[config.mk]
export PLATFORM = sky130hd
export DESIGN_NAME = oep_ctrl
export DESIGN_NICKNAME = d
export VERILOG_FILES = /design/src/oep_pkg.sv /design/src/oep_ctrl.sv /design/src/oep_serial_rx.sv
export VERILOG_INCLUDE_DIRS = /design/src /design/src/src
export SDC_FILE = /design/constraint.sdc
export NUM_CORES = 1
export LEC_CHECK = 0
export BUFFER_PORTS_ARGS = -buffer_cell sky130_fd_sc_hd__clkbuf_2
export CELL_PAD_IN_SITES_DETAIL_PLACEMENT = 0
export CELL_PAD_IN_SITES_GLOBAL_PLACEMENT = 1
export CORE_AREA = 2 2 74 76
export DETAILED_ROUTE_END_ITERATION = 10
export DIE_AREA = 0 0 76 78
export PLACE_DENSITY = 0.88
export SYNTH_ARGS = -nofsm -noshare
export SYNTH_HDL_FRONTEND = slang
export SYNTH_SLANG_ARGS = --single-unit
[constraint.sdc]
create_clock -name sys_clk -period 5.4 [get_ports sys_clk]
set_clock_uncertainty 0.15 [all_clocks]
set_input_delay 0.27 -clock sys_clk [delete_from_list [all_inputs] [get_ports sys_clk]]
set_output_delay 0.27 -clock sys_clk [all_outputs]
set_load 0.02 [all_outputs]
[src/oep_consts.svh]
// Purpose: Constants for the output enable / power mode control block
// Assumes: Registers reached over the two-wire serial control bus
// Notes: Offsets are serial bus subaddresses
//
// Contract
// - Each output group drives only when enabled
// - Test pin clock only in reset state
// - Delay select passes or delays input
// - Latch select registers enable input
// - Bit 7 ignores external enable pin
// - Power mode: tri-state and divide clock
// - Bit 3 picks half clock or bit 4
// - Bit 4 sets half clock polarity
// - Bit 5 powers down, resets slicer
// - Select bit picks old or new timing
`ifndef OEP_CONSTS_SVH
`define OEP_CONSTS_SVH

// ----------------------------------------
// Register subaddresses
// ----------------------------------------
`define OEP_ADDR_OUT_EN 8'hf2
`define OEP_ADDR_PWR_CLK 8'haa

// ----------------------------------------
// Reset values and write masks
// ----------------------------------------
`define OEP_OUT_EN_RST 8'h00
`define OEP_PWR_CLK_RST 8'h00
`define OEP_PWR_CLK_WMASK 8'h7f

// ----------------------------------------
// output_drive_enable fields
// ----------------------------------------
`define OEP_OE_PORT_A 0
`define OEP_OE_PORT_B 1
`define OEP_OE_PIXCLK 2
`define OEP_OE_REF 3
`define OEP_OE_TESTPIN 4
`define OEP_OE_NODELAY 5
`define OEP_OE_LATCH 6
`define OEP_OE_PIN_DIS 7

// ----------------------------------------
// power_clock_mode_control fields
// ----------------------------------------
`define OEP_PC_MODE_LO 0
`define OEP_PC_MODE_HI 1
`define OEP_PC_BUS_RST 2
`define OEP_PC_PIN_SEL 3
`define OEP_PC_POL 4
`define OEP_PC_SLICER_OFF 5
`define OEP_PC_OLD_TIMING 6

// ----------------------------------------
// Serial slave
// ----------------------------------------
`define OEP_DEV_ADDR 7'h43
`define OEP_BITS_PER_BYTE 4'h8

`endif

[src/oep_pkg.sv]
// Purpose: Types for the output enable / power mode control block
// Assumes: Nothing beyond the constants header
// Notes: States are Gray coded along the write path
package oep_pkg;

    typedef enum logic [2:0] {
        RX_IDLE = 3'h0,
        RX_ADDR = 3'h1,
        RX_ACK_A = 3'h3,
        RX_SUB = 3'h2,
        RX_ACK_S = 3'h6,
        RX_DATA = 3'h7,
        RX_ACK_D = 3'h5,
        RX_IGNORE = 3'h4
    } oep_rx_state_t;

    typedef enum logic [1:0] {
        PM_ACTIVE = 2'h0,
        PM_DIV2 = 2'h1,
        PM_DIV4 = 2'h2,
        PM_DIV8 = 2'h3
    } oep_pmode_t;

    typedef struct packed {
        oep_rx_state_t state;
        logic [3:0] cnt;
        logic [7:0] shift;
        logic [7:0] sub;
        logic [7:0] data;
        logic drive;
        logic done;
        logic scl_d;
        logic sda_d;
    } oep_rx_st_t;

    typedef struct packed {
        logic [7:0] out_en;
        logic [7:0] pwr_clk;
        logic oe_s1;
        logic oe_s2;
        logic half_clk;
        logic [2:0] div_cnt;
        logic div_tick;
        logic test_val;
        logic bus_rst;
    } oep_st_t;

endpackage

[src/oep_ctrl.sv]
// Purpose: Output enables, power mode, test pin routing and slicer power-off
// Assumes: sys_clk is the line-locked clock; pins synchronous to it
// Notes: Both registers are write only; enables reach the pads combinationally
`timescale 1ns/10ps
`default_nettype none
`include "oep_consts.svh"

module oep_ctrl (
    input wire logic sys_clk, // Line-locked clock
    input wire logic nrst, // Asynchronous reset, active low
    input wire logic scl_in, // Serial bus clock
    input wire logic sda_in, // Serial bus data in
    output logic sda_out, // Serial bus data out, always low
    output logic sda_oe_n, // Low while pulling sda
    input wire logic ext_oe_n, // External output-enable pin, active low
    input wire logic jtag_tlr, // JTAG sits in Test-Logic-Reset
    output logic port_a_oe_n, // Video port A drive, active low
    output logic port_b_oe_n, // Video port B drive, active low
    output logic pixclk_oe_n, // Pixel clock drive, active low
    output logic ref_oe_n, // Reference and line clocks drive, active low
    output logic half_line_locked_clock, // Line-locked clock at half the clk_div_tick rate
    output logic test_pin_out, // TDO pin value
    output logic test_pin_oe_n, // TDO pin drive, active low
    output logic clk_div_tick, // Internal clock enable per power mode
    output logic slicer_reset, // Slicer off, registers held in reset
    output logic old_timing // Legacy output timing select
);

    // ----------------------------------------
    // State and wires
    // ----------------------------------------
    oep_pkg::oep_st_t cur_ff;
    oep_pkg::oep_st_t nxt_st;
    logic rx_done;
    logic [7:0] rx_addr;
    logic [7:0] rx_data;
    logic wr_out_en;
    logic wr_pwr_clk;
    logic ext_sel;
    logic ext_ok;
    logic run_ok;
    logic [3:0] group_on;

    // ----------------------------------------
    // Helper functions
    // ----------------------------------------
    // Power mode field of a power/clock value
    function automatic oep_pkg::oep_pmode_t pmode(input logic [7:0] pc);
        return oep_pkg::oep_pmode_t'(pc[`OEP_PC_MODE_HI:`OEP_PC_MODE_LO]);
    endfunction

    // Output groups may drive only in active mode
    function automatic logic is_active(input logic [7:0] pc);
        return pmode(pc) == oep_pkg::PM_ACTIVE;
    endfunction

    // Divider counter bits that must be zero for a tick
    function automatic logic [2:0] div_mask(input logic [7:0] pc);
        logic [2:0] m;
        case (pmode(pc))
            oep_pkg::PM_DIV2: begin
                m = 3'h1;
            end
            oep_pkg::PM_DIV4: begin
                m = 3'h3;
            end
            oep_pkg::PM_DIV8: begin
                m = 3'h7;
            end
            default: begin
                m = 3'h0;
            end
        endcase
        return m;
    endfunction

    // Clock enable for a mode and a divider count
    function automatic logic tick_for(
        input logic [7:0] pc,
        input logic [2:0] cnt
    );
        return is_active(pc) | ((cnt & div_mask(pc)) == 3'h0);
    endfunction

    // External enable level after the latch and delay options
    function automatic logic ext_level(
        input logic [7:0] oe,
        input logic raw,
        input logic s1,
        input logic s2
    );
        logic lvl;
        if (oe[`OEP_OE_LATCH]) begin
            if (oe[`OEP_OE_NODELAY]) begin
                lvl = s1;
            end else begin
                lvl = s2;
            end
        end else begin
            lvl = raw;
        end
        return lvl;
    endfunction

    // Test pin level: half clock with polarity, or the static bit
    function automatic logic pin_level(
        input logic [7:0] pc,
        input logic half
    );
        logic lvl;
        if (pc[`OEP_PC_PIN_SEL]) begin
            lvl = half ^ pc[`OEP_PC_POL];
        end else begin
            lvl = pc[`OEP_PC_POL];
        end
        return lvl;
    endfunction

    // ----------------------------------------
    // Serial slave
    // ----------------------------------------
    oep_serial_rx u_rx (
        .sys_clk(sys_clk),
        .nrst(nrst),
        .soft_rst(cur_ff.bus_rst),
        .scl_in(scl_in),
        .sda_in(sda_in),
        .sda_oe_n(sda_oe_n),
        .wr_done(rx_done),
        .wr_addr(rx_addr),
        .wr_data(rx_data)
    );

    // ----------------------------------------
    // Register write decode
    // ----------------------------------------
    assign wr_out_en = rx_done & (rx_addr == `OEP_ADDR_OUT_EN);
    assign wr_pwr_clk = rx_done & (rx_addr == `OEP_ADDR_PWR_CLK);

    // ----------------------------------------
    // Next state
    // ----------------------------------------
    always_comb begin
        nxt_st = cur_ff;
        if (wr_out_en) begin
            nxt_st.out_en = rx_data;
        end
        if (wr_pwr_clk) begin
            nxt_st.pwr_clk = rx_data & `OEP_PWR_CLK_WMASK;
        end
        // One-cycle pulse so the bus is not locked out afterwards
        nxt_st.bus_rst = wr_pwr_clk & rx_data[`OEP_PC_BUS_RST];
        nxt_st.oe_s1 = ext_oe_n;
        nxt_st.oe_s2 = cur_ff.oe_s1;
        nxt_st.div_cnt = cur_ff.div_cnt + 3'h1;
        // Tick follows the new mode so outputs and tick switch together
        nxt_st.div_tick = tick_for(nxt_st.pwr_clk, nxt_st.div_cnt);
        nxt_st.half_clk = cur_ff.half_clk ^ cur_ff.div_tick;
        nxt_st.test_val = pin_level(nxt_st.pwr_clk, nxt_st.half_clk);
    end

    // ----------------------------------------
    // State register
    // ----------------------------------------
    always_ff @(posedge sys_clk or negedge nrst) begin
        if (!nrst) begin
            cur_ff <= '{
                out_en: `OEP_OUT_EN_RST,
                pwr_clk: `OEP_PWR_CLK_RST,
                oe_s1: 1'b1,
                oe_s2: 1'b1,
                half_clk: 1'b0,
                div_cnt: 3'h0,
                div_tick: 1'b1,
                test_val: 1'b0,
                bus_rst: 1'b0
            };
        end else begin
            cur_ff <= nxt_st;
        end
    end

    // ----------------------------------------
    // External enable handling
    // ----------------------------------------
    assign ext_sel = ext_level(cur_ff.out_en, ext_oe_n, cur_ff.oe_s1, cur_ff.oe_s2);
    assign ext_ok = cur_ff.out_en[`OEP_OE_PIN_DIS] | ~ext_sel;
    assign run_ok = ext_ok & is_active(cur_ff.pwr_clk);

    // ----------------------------------------
    // Output group enables
    // ----------------------------------------
    assign group_on[0] = run_ok & cur_ff.out_en[`OEP_OE_PORT_A];
    assign group_on[1] = run_ok & cur_ff.out_en[`OEP_OE_PORT_B];
    assign group_on[2] = run_ok & cur_ff.out_en[`OEP_OE_PIXCLK];
    assign group_on[3] = run_ok & cur_ff.out_en[`OEP_OE_REF];
    assign port_a_oe_n = ~group_on[0];
    assign port_b_oe_n = ~group_on[1];
    assign pixclk_oe_n = ~group_on[2];
    assign ref_oe_n = ~group_on[3];

    // ----------------------------------------
    // Clocks, test pin and mode outputs
    // ----------------------------------------
    assign sda_out = 1'b0;
    assign half_line_locked_clock = cur_ff.half_clk;
    assign test_pin_out = cur_ff.test_val;
    assign test_pin_oe_n = ~(cur_ff.out_en[`OEP_OE_TESTPIN] & jtag_tlr);
    assign clk_div_tick = cur_ff.div_tick;
    assign slicer_reset = cur_ff.pwr_clk[`OEP_PC_SLICER_OFF];
    assign old_timing = cur_ff.pwr_clk[`OEP_PC_OLD_TIMING];

endmodule // oep_ctrl
`default_nettype wire

[src/oep_serial_rx.sv]
// Purpose: Write-only two-wire serial slave: device address, subaddress, one data byte
// Assumes: scl and sda are synchronous to sys_clk and slow against it
// Notes: Further data bytes of one transfer are not acknowledged
`timescale 1ns/10ps
`default_nettype none
`include "oep_consts.svh"

module oep_serial_rx (
    input wire logic sys_clk, // Block clock
    input wire logic nrst, // Asynchronous reset, active low
    input wire logic soft_rst, // Synchronous interface reset
    input wire logic scl_in, // Serial clock level
    input wire logic sda_in, // Serial data level
    output logic sda_oe_n, // Low while pulling sda low
    output logic wr_done, // One-cycle pulse, byte written
    output logic [7:0] wr_addr, // Subaddress of written byte
    output logic [7:0] wr_data // Written byte
);

    oep_pkg::oep_rx_st_t cur_ff;
    oep_pkg::oep_rx_st_t nxt_st;
    logic scl_rise;
    logic scl_fall;
    logic start_cond;
    logic stop_cond;

    assign scl_rise = scl_in & ~cur_ff.scl_d;
    assign scl_fall = ~scl_in & cur_ff.scl_d;
    assign start_cond = scl_in & cur_ff.scl_d & cur_ff.sda_d & ~sda_in;
    assign stop_cond = scl_in & cur_ff.scl_d & ~cur_ff.sda_d & sda_in;

    // ----------------------------------------
    // Next state
    // ----------------------------------------
    always_comb begin
        nxt_st = cur_ff;
        nxt_st.scl_d = scl_in;
        nxt_st.sda_d = sda_in;
        nxt_st.done = 1'b0;
        if (soft_rst) begin
            nxt_st.state = oep_pkg::RX_IDLE;
            nxt_st.drive = 1'b0;
            nxt_st.cnt = 4'h0;
        end else if (start_cond) begin
            nxt_st.state = oep_pkg::RX_ADDR;
            nxt_st.cnt = 4'h0;
            nxt_st.drive = 1'b0;
        end else if (stop_cond) begin
            nxt_st.state = oep_pkg::RX_IDLE;
            nxt_st.drive = 1'b0;
        end else begin
            case (cur_ff.state)
                oep_pkg::RX_ADDR, oep_pkg::RX_SUB, oep_pkg::RX_DATA: begin
                    if (scl_rise) begin
                        nxt_st.shift = {cur_ff.shift[6:0], sda_in};
                        nxt_st.cnt = cur_ff.cnt + 4'h1;
                    end else if (scl_fall && cur_ff.cnt == `OEP_BITS_PER_BYTE) begin
                        nxt_st.cnt = 4'h0;
                        nxt_st.drive = 1'b1;
                        if (cur_ff.state == oep_pkg::RX_ADDR) begin
                            if (cur_ff.shift == {`OEP_DEV_ADDR, 1'b0}) begin
                                nxt_st.state = oep_pkg::RX_ACK_A;
                            end else begin
                                nxt_st.state = oep_pkg::RX_IGNORE;
                                nxt_st.drive = 1'b0;
                            end
                        end else if (cur_ff.state == oep_pkg::RX_SUB) begin
                            nxt_st.sub = cur_ff.shift;
                            nxt_st.state = oep_pkg::RX_ACK_S;
                        end else begin
                            nxt_st.data = cur_ff.shift;
                            nxt_st.state = oep_pkg::RX_ACK_D;
                        end
                    end
                end
                oep_pkg::RX_ACK_A: begin
                    if (scl_fall) begin
                        nxt_st.drive = 1'b0;
                        nxt_st.state = oep_pkg::RX_SUB;
                    end
                end
                oep_pkg::RX_ACK_S: begin
                    if (scl_fall) begin
                        nxt_st.drive = 1'b0;
                        nxt_st.state = oep_pkg::RX_DATA;
                    end
                end
                oep_pkg::RX_ACK_D: begin
                    if (scl_fall) begin
                        nxt_st.drive = 1'b0;
                        nxt_st.done = 1'b1;
                        nxt_st.state = oep_pkg::RX_IGNORE;
                    end
                end
                oep_pkg::RX_IDLE, oep_pkg::RX_IGNORE: begin
                    nxt_st.drive = 1'b0;
                end
                default: begin
                    nxt_st.state = oep_pkg::RX_IDLE;
                    nxt_st.drive = 1'b0;
                end
            endcase
        end
    end

    always_ff @(posedge sys_clk or negedge nrst) begin
        if (!nrst) begin
            cur_ff <= '{state: oep_pkg::RX_IDLE, cnt: 4'h0, shift: 8'h00, sub: 8'h00,
                        data: 8'h00, drive: 1'b0, done: 1'b0, scl_d: 1'b1, sda_d: 1'b1};
        end else begin
            cur_ff <= nxt_st;
        end
    end

    assign sda_oe_n = ~cur_ff.drive;
    assign wr_done = cur_ff.done;
    assign wr_addr = cur_ff.sub;
    assign wr_data = cur_ff.data;

endmodule // oep_serial_rx
`default_nettype wire

### Word-level counts from Yosys, hierarchy flattened

Cells that the tools add are included.

* register bits: 59
* input bits: 6
* output and inout bits: 12
* logic and storage cells: 135

* $add $sub $neg: 2
* equal/unequal tests: 21
* muxes and demuxes: 38
* bitwise gates (word level): 38
* reductions and logical operators: 17

Operators with widths (count)
* two-way mux 28 bit: 2
* two-way mux 17 bit: 2
* equality test 8 bit (second input constant): 3
* two-way mux 8 bit: 3
* two-way mux 3 bit: 7
* two-way mux 7 bit: 3
* inequality test 5 x 2 -> 1 bit (second input constant): 4
* NOT 1 bit: 17
* AND 1 bit: 16
* two-way mux 16 bit: 1
* AND reduction 8 bit: 2
* two-way mux 1 bit: 13
* equality test 3 bit (second input constant): 4
* one-hot mux 3 bit (4 select lines): 1
* one-hot mux 3 bit (3 select lines): 1
* nonzero test 7 bit: 1
* equality test 3 x 2 -> 1 bit (second input constant): 2
* logical NOT 3 bit: 2
* AND reduction 6 bit: 1
* two-way mux 5 bit: 1
* inequality test 5 x 1 -> 1 bit (second input constant): 1
* inequality test 5 bit (second input constant): 1
* AND reduction 5 bit: 1
* adder 4 x 1 -> 4 bit (second input constant): 1
* 20 further kinds: 26

### Depth between registers and ports, before layout

* word-level depth: 9
* mapped depth: 7
* mapped depth without buffers: 7

### By module

From an unflattened synthesis, not the netlist that was laid out.

* cell total of the unflattened synthesis: 209
* area, all modules: 2732.6 µm²

By module, submodules not included
* oep_serial_rx: instances 1, cells an instance 137, area an instance 1752.9 µm², sequential area each 878.3 µm²
* oep_ctrl: instances 1, cells an instance 72, area an instance 979.7 µm², sequential area each 579.3 µm²

### Worst setup path after synthesis

OpenSTA, ideal clock, no wires.

* kind: reg2reg
* start point: register u_rx.cur_ff[34] (netlist name)
* end point: register u_rx.cur_ff[22] (netlist name)
* setup time: 125 ps
* arrival time: 1714 ps
* required time: 5125 ps
* slack: 3411 ps
* cell stages (with the launch flop): 7
* path buffers: 2
* period minus slack after synthesis: 1989 ps
* cell sequence: dfrtp_1 > buf_2 > nor3b_4 > a21oi_2 > or4b_4 > buf_6 > mux2_4

* cells in the longest elaborated chain, start to end: 3
* elaborated cells between the ends (all ways): 5
* those cells by class: eq/ne (3); reduce/logical (2)

Ends and longest elaborated chain
* from (decl): line oep_serial_rx.sv:20 `oep_pkg::oep_rx_st_t cur_ff;`
* from (signal assigned): line oep_serial_rx.sv:108 `cur_ff <= '{state: oep_pkg::RX_IDLE, cnt: 4'h0, shift: 8'h00, sub: 8'h00,`
* from (signal assigned): line oep_serial_rx.sv:111 `cur_ff <= nxt_st;`
* equality test 3 bit, or another cell as far along: line oep_serial_rx.sv:52 `case (cur_ff.state)`
* OR reduction 3 bit *: line oep_serial_rx.sv:52
* AND reduction 5 bit (no line) *

Mark *: on every way between the ends. The rest lies on a longest branch, timed or not.
A chain may end at the register's enable or synchronous reset.

### Worst setup path after layout

* start point: input port scl_in
* end point: register u_rx.cur_ff (netlist bit u_rx.wr_data[5])

* cells in the longest elaborated chain, start to end: 5
* elaborated cells between the ends (all ways): 13
* those cells by class: bitwise (11); reduce/logical (2)

Ends and longest elaborated chain
* from (decl): line oep_ctrl.sv:11 `input wire logic scl_in,`
* AND 1 bit: line oep_serial_rx.sv:29, oep_serial_rx.sv:30
* AND 1 bit (on tied branches) (2 in a row): line oep_serial_rx.sv:29, oep_serial_rx.sv:30
* NOT 1 bit (no line)
* AND reduction 8 bit (no line) *

Marks and branches as above.

==> results.toml <==
[timing]
final.period_utilization_pct = 42.8
worst_pin_slew_ns = 0.709
hold_viol = 0
setup_tns_ns = 0
maxSlewViolCount = 0
worst_slack_ns = 3.09
fin_crit_ns = 2.31
rsz0062_at_grt = "false"
fmax_mhz = 432
setup_viol = 0
slew_headroom_pct = 52.7
fin_hold_ws_ns = 0.219

[route]
drt-pass1-iter-count = 4
route.detailed.drc = 0
finalWirelength_um = 4530
wl_per_cell_um = 14.9
drt_iter0_drc = 89
via_per_inst = 5.26
routed-via-count = 1605
antenna_left = 0

[floorplanning]
fp.coreArea_um2 = 5040
die_w_um = 76
row_count = 26
start_util_pct = 51.6
fp.dieH_um = 78
die_area_um2 = 5930
io_pins = 18

[worst_setup_path]
crit_path_max_incr_delay_ns = 0.53
worstPathRequired_ns = 5.47
path_class = "in -> reg"
critPathSlowestCell = "dlygate4sd3_1"
crit_fanout = 10
crit_family = "simple AND/OR/NAND/NOR gates"
arrival_ns = 2.38
crit_buf_inv = 2
end_kind = "flop"
start_kind = "input port"
worstPathCellList = "dlygate4sd3_1 > clkbuf_2 > nand2b_1 > nor3_1 > nor3b_4 > mux2_2"

[cts]
path_clk_slew_ns = 0.07
hold_buffers = 4
cts_setup_buffers = 0
h-tree-depth = 3
cts_sinks = 58
numCtsBuffers = 9
cts_tree = "yes"
cts_max_path_buffers = 2
cts-root-buf = "clkbuf_8"
insertion_delay_ns = 0.33
cts_resized = 0

[placement]
dpl.hpwl_um = 3010
dp_slack_ns = 3.20
dp.cells = 285
gp_congestion = 0.748
port_buffers = 16

[power_and_ir_drop]
power.leakage_nw = 1.42
total_power_mw = 1.11
power_density_nw_per_um2 = 372
peakVddDrop_v = 0.000180

[worst_hold_path]
hold_class = "reg -> reg"

[final_layout]
drive_above_1_share_pct = 34.0
final_nets = 239
fin_cells = 305
insertedDiodeCount = 0
area_delta_synth_final_pct = 14.2

[grt]
antenna_found_initial = 0
grt_overflow = 0
grt_pass1_wl_um = 8180
grt_usage_pct = 17.7
grt_max_degree = 59
grt_pass1_vias = 1677

[logic_synthesis]
yosys.area.top_type = "dfrtp_1"
synthTopCellsByCount = "dfrtp_1, mux2_2, nand2_1"
ys_seq_elements = 58
avgSynthCellArea_um2 = 12.7
yosysMostFrequentCell = "dfrtp_1"
synth.top_cell.area_share_pct = 51.0
synth_edf_count = 0
postSynthCellCount = 204
synth_top_cells_by_area = "dfrtp_1, mux2_2, dfstp_2, mux2_4, nand2_1"
synthFlopType = "dfrtp_1"
synth_cell_types = 50
yosysWarnings = 0
ys_async_sr_fraction_pct = 100
seq_area_frac_synth_pct = 56.1
syn_area_um2 = 2600
syn-num-nets = 213

[run]
maxCapViolCount = 0

[run_status]
status = "completed"
==> worst reg2reg max path, cell delays in order, from the launching register on <==
cell      delay [ns]
dfrtp_1         0.42
inv_1           0.07
ha_1            0.13
nand3b_1        0.17
nor3_1          0.29
nor3b_4         0.47
mux2_2          0.39
==> final timing paths <==
check,from,endpoint,slack (ns),depth (start not counted)
hold reg to reg,cur_ff[8],cur_ff[7],0.22,0
min in group asynchronous,nrst,u_rx.cur_ff[28],0.47,3
hold / removal,cur_ff[8],cur_ff[7],0.22,0
max in group asynchronous,nrst,cur_ff[0],4.16,3
setup / recovery,scl_in,u_rx.wr_data[5],3.09,6
setup reg to reg,u_rx.cur_ff[28],u_rx.wr_data[5],3.19,6
==> layer usage <==
metal  global-route usage (%)  wire [um]  vias to the layer above
met5                        0          0                        -
met3                     5.58        136                        8
met2                     27.4       2070                       25
li1                         -          -                      775
met1                     23.8       2260                      797
met4                     6.00         63                        0
==> layout by cell type (no fill, tap or decap), drive strengths merged, types with 2 or more instances in the layout <==
master,netlist,routed
a211oi,3,3
a21oi,4,4
a31oi,2,2
a32oi,2,2
and2,2,2
clkbuf,1,27
clkinv,0,4
dfrtp,53,53
dfstp,5,5
dlygate4sd3,0,4
ha,3,3
inv,13,13
mux2,36,36
mux2i,2,2
nand2,15,15
nand2b,2,2
nand3,3,3
nand3b,2,2
nor2,6,6
nor2b,3,3
nor3,4,4
nor3b,3,3
o21ai,7,7
o311ai,2,2
o32ai,2,2
xnor2,3,3
xor2,4,4
==> cell families (layout without fill, tap and decap cells) <==
logic type      count (synthesis)  after routing  share of synthesized area [%]
compound gates                 31             31                           8.33
xor+xnor                        7              7                           2.36
fa+ha+maj                       3              3                           1.44
buf+inv                        19             50                           3.42
flops                          58             58                           56.1
mux                            38             38                           17.2
other cells                     1              1                          0.144
simple gates                   47             47                           11.0
==> cell type report <==
class	count	area, um^2
Clock buffer	11	141
Clock inverter	5	53.8
Fill cell	410	2070
Inverter	13	48.8
Multi-Input combinational cell	127	1050
Sequential cell	58	1460
Tap cell	70	87.6
Timing Repair Buffer	21	128
==> registers in the layout, indices dropped and copies added, names as in the netlist <==
name,cells
u_rx.cur_ff,18
old_timing,1
u_rx.wr_addr,8
half_line_locked_clock,1
clk_div_tick,1
slicer_reset,1
cur_ff,18
u_rx.wr_data,8
test_pin_out,1
u_rx.wr_done,1
==> report_power, final <==
part / leakage, nW / internal [mW] / switching (mW) / total [mW]
Combinational: 0.547 / 0.0868 / 0.0709 / 0.158
Sequential: 0.766 / 0.482 / 0.0718 / 0.553
Clock: 0.103 / 0.224 / 0.170 / 0.394
==> per-stage QoR <==
stage	cell area, um^2	util (%)
after floorplan	2600	-
after global placement	2740	54.2
after detailed placement	2740	54.2
after CTS	2970	58.9
after global routing	2970	58.9
final	2970	58.9
Note: power is estimated with default switching activity, not from simulation.
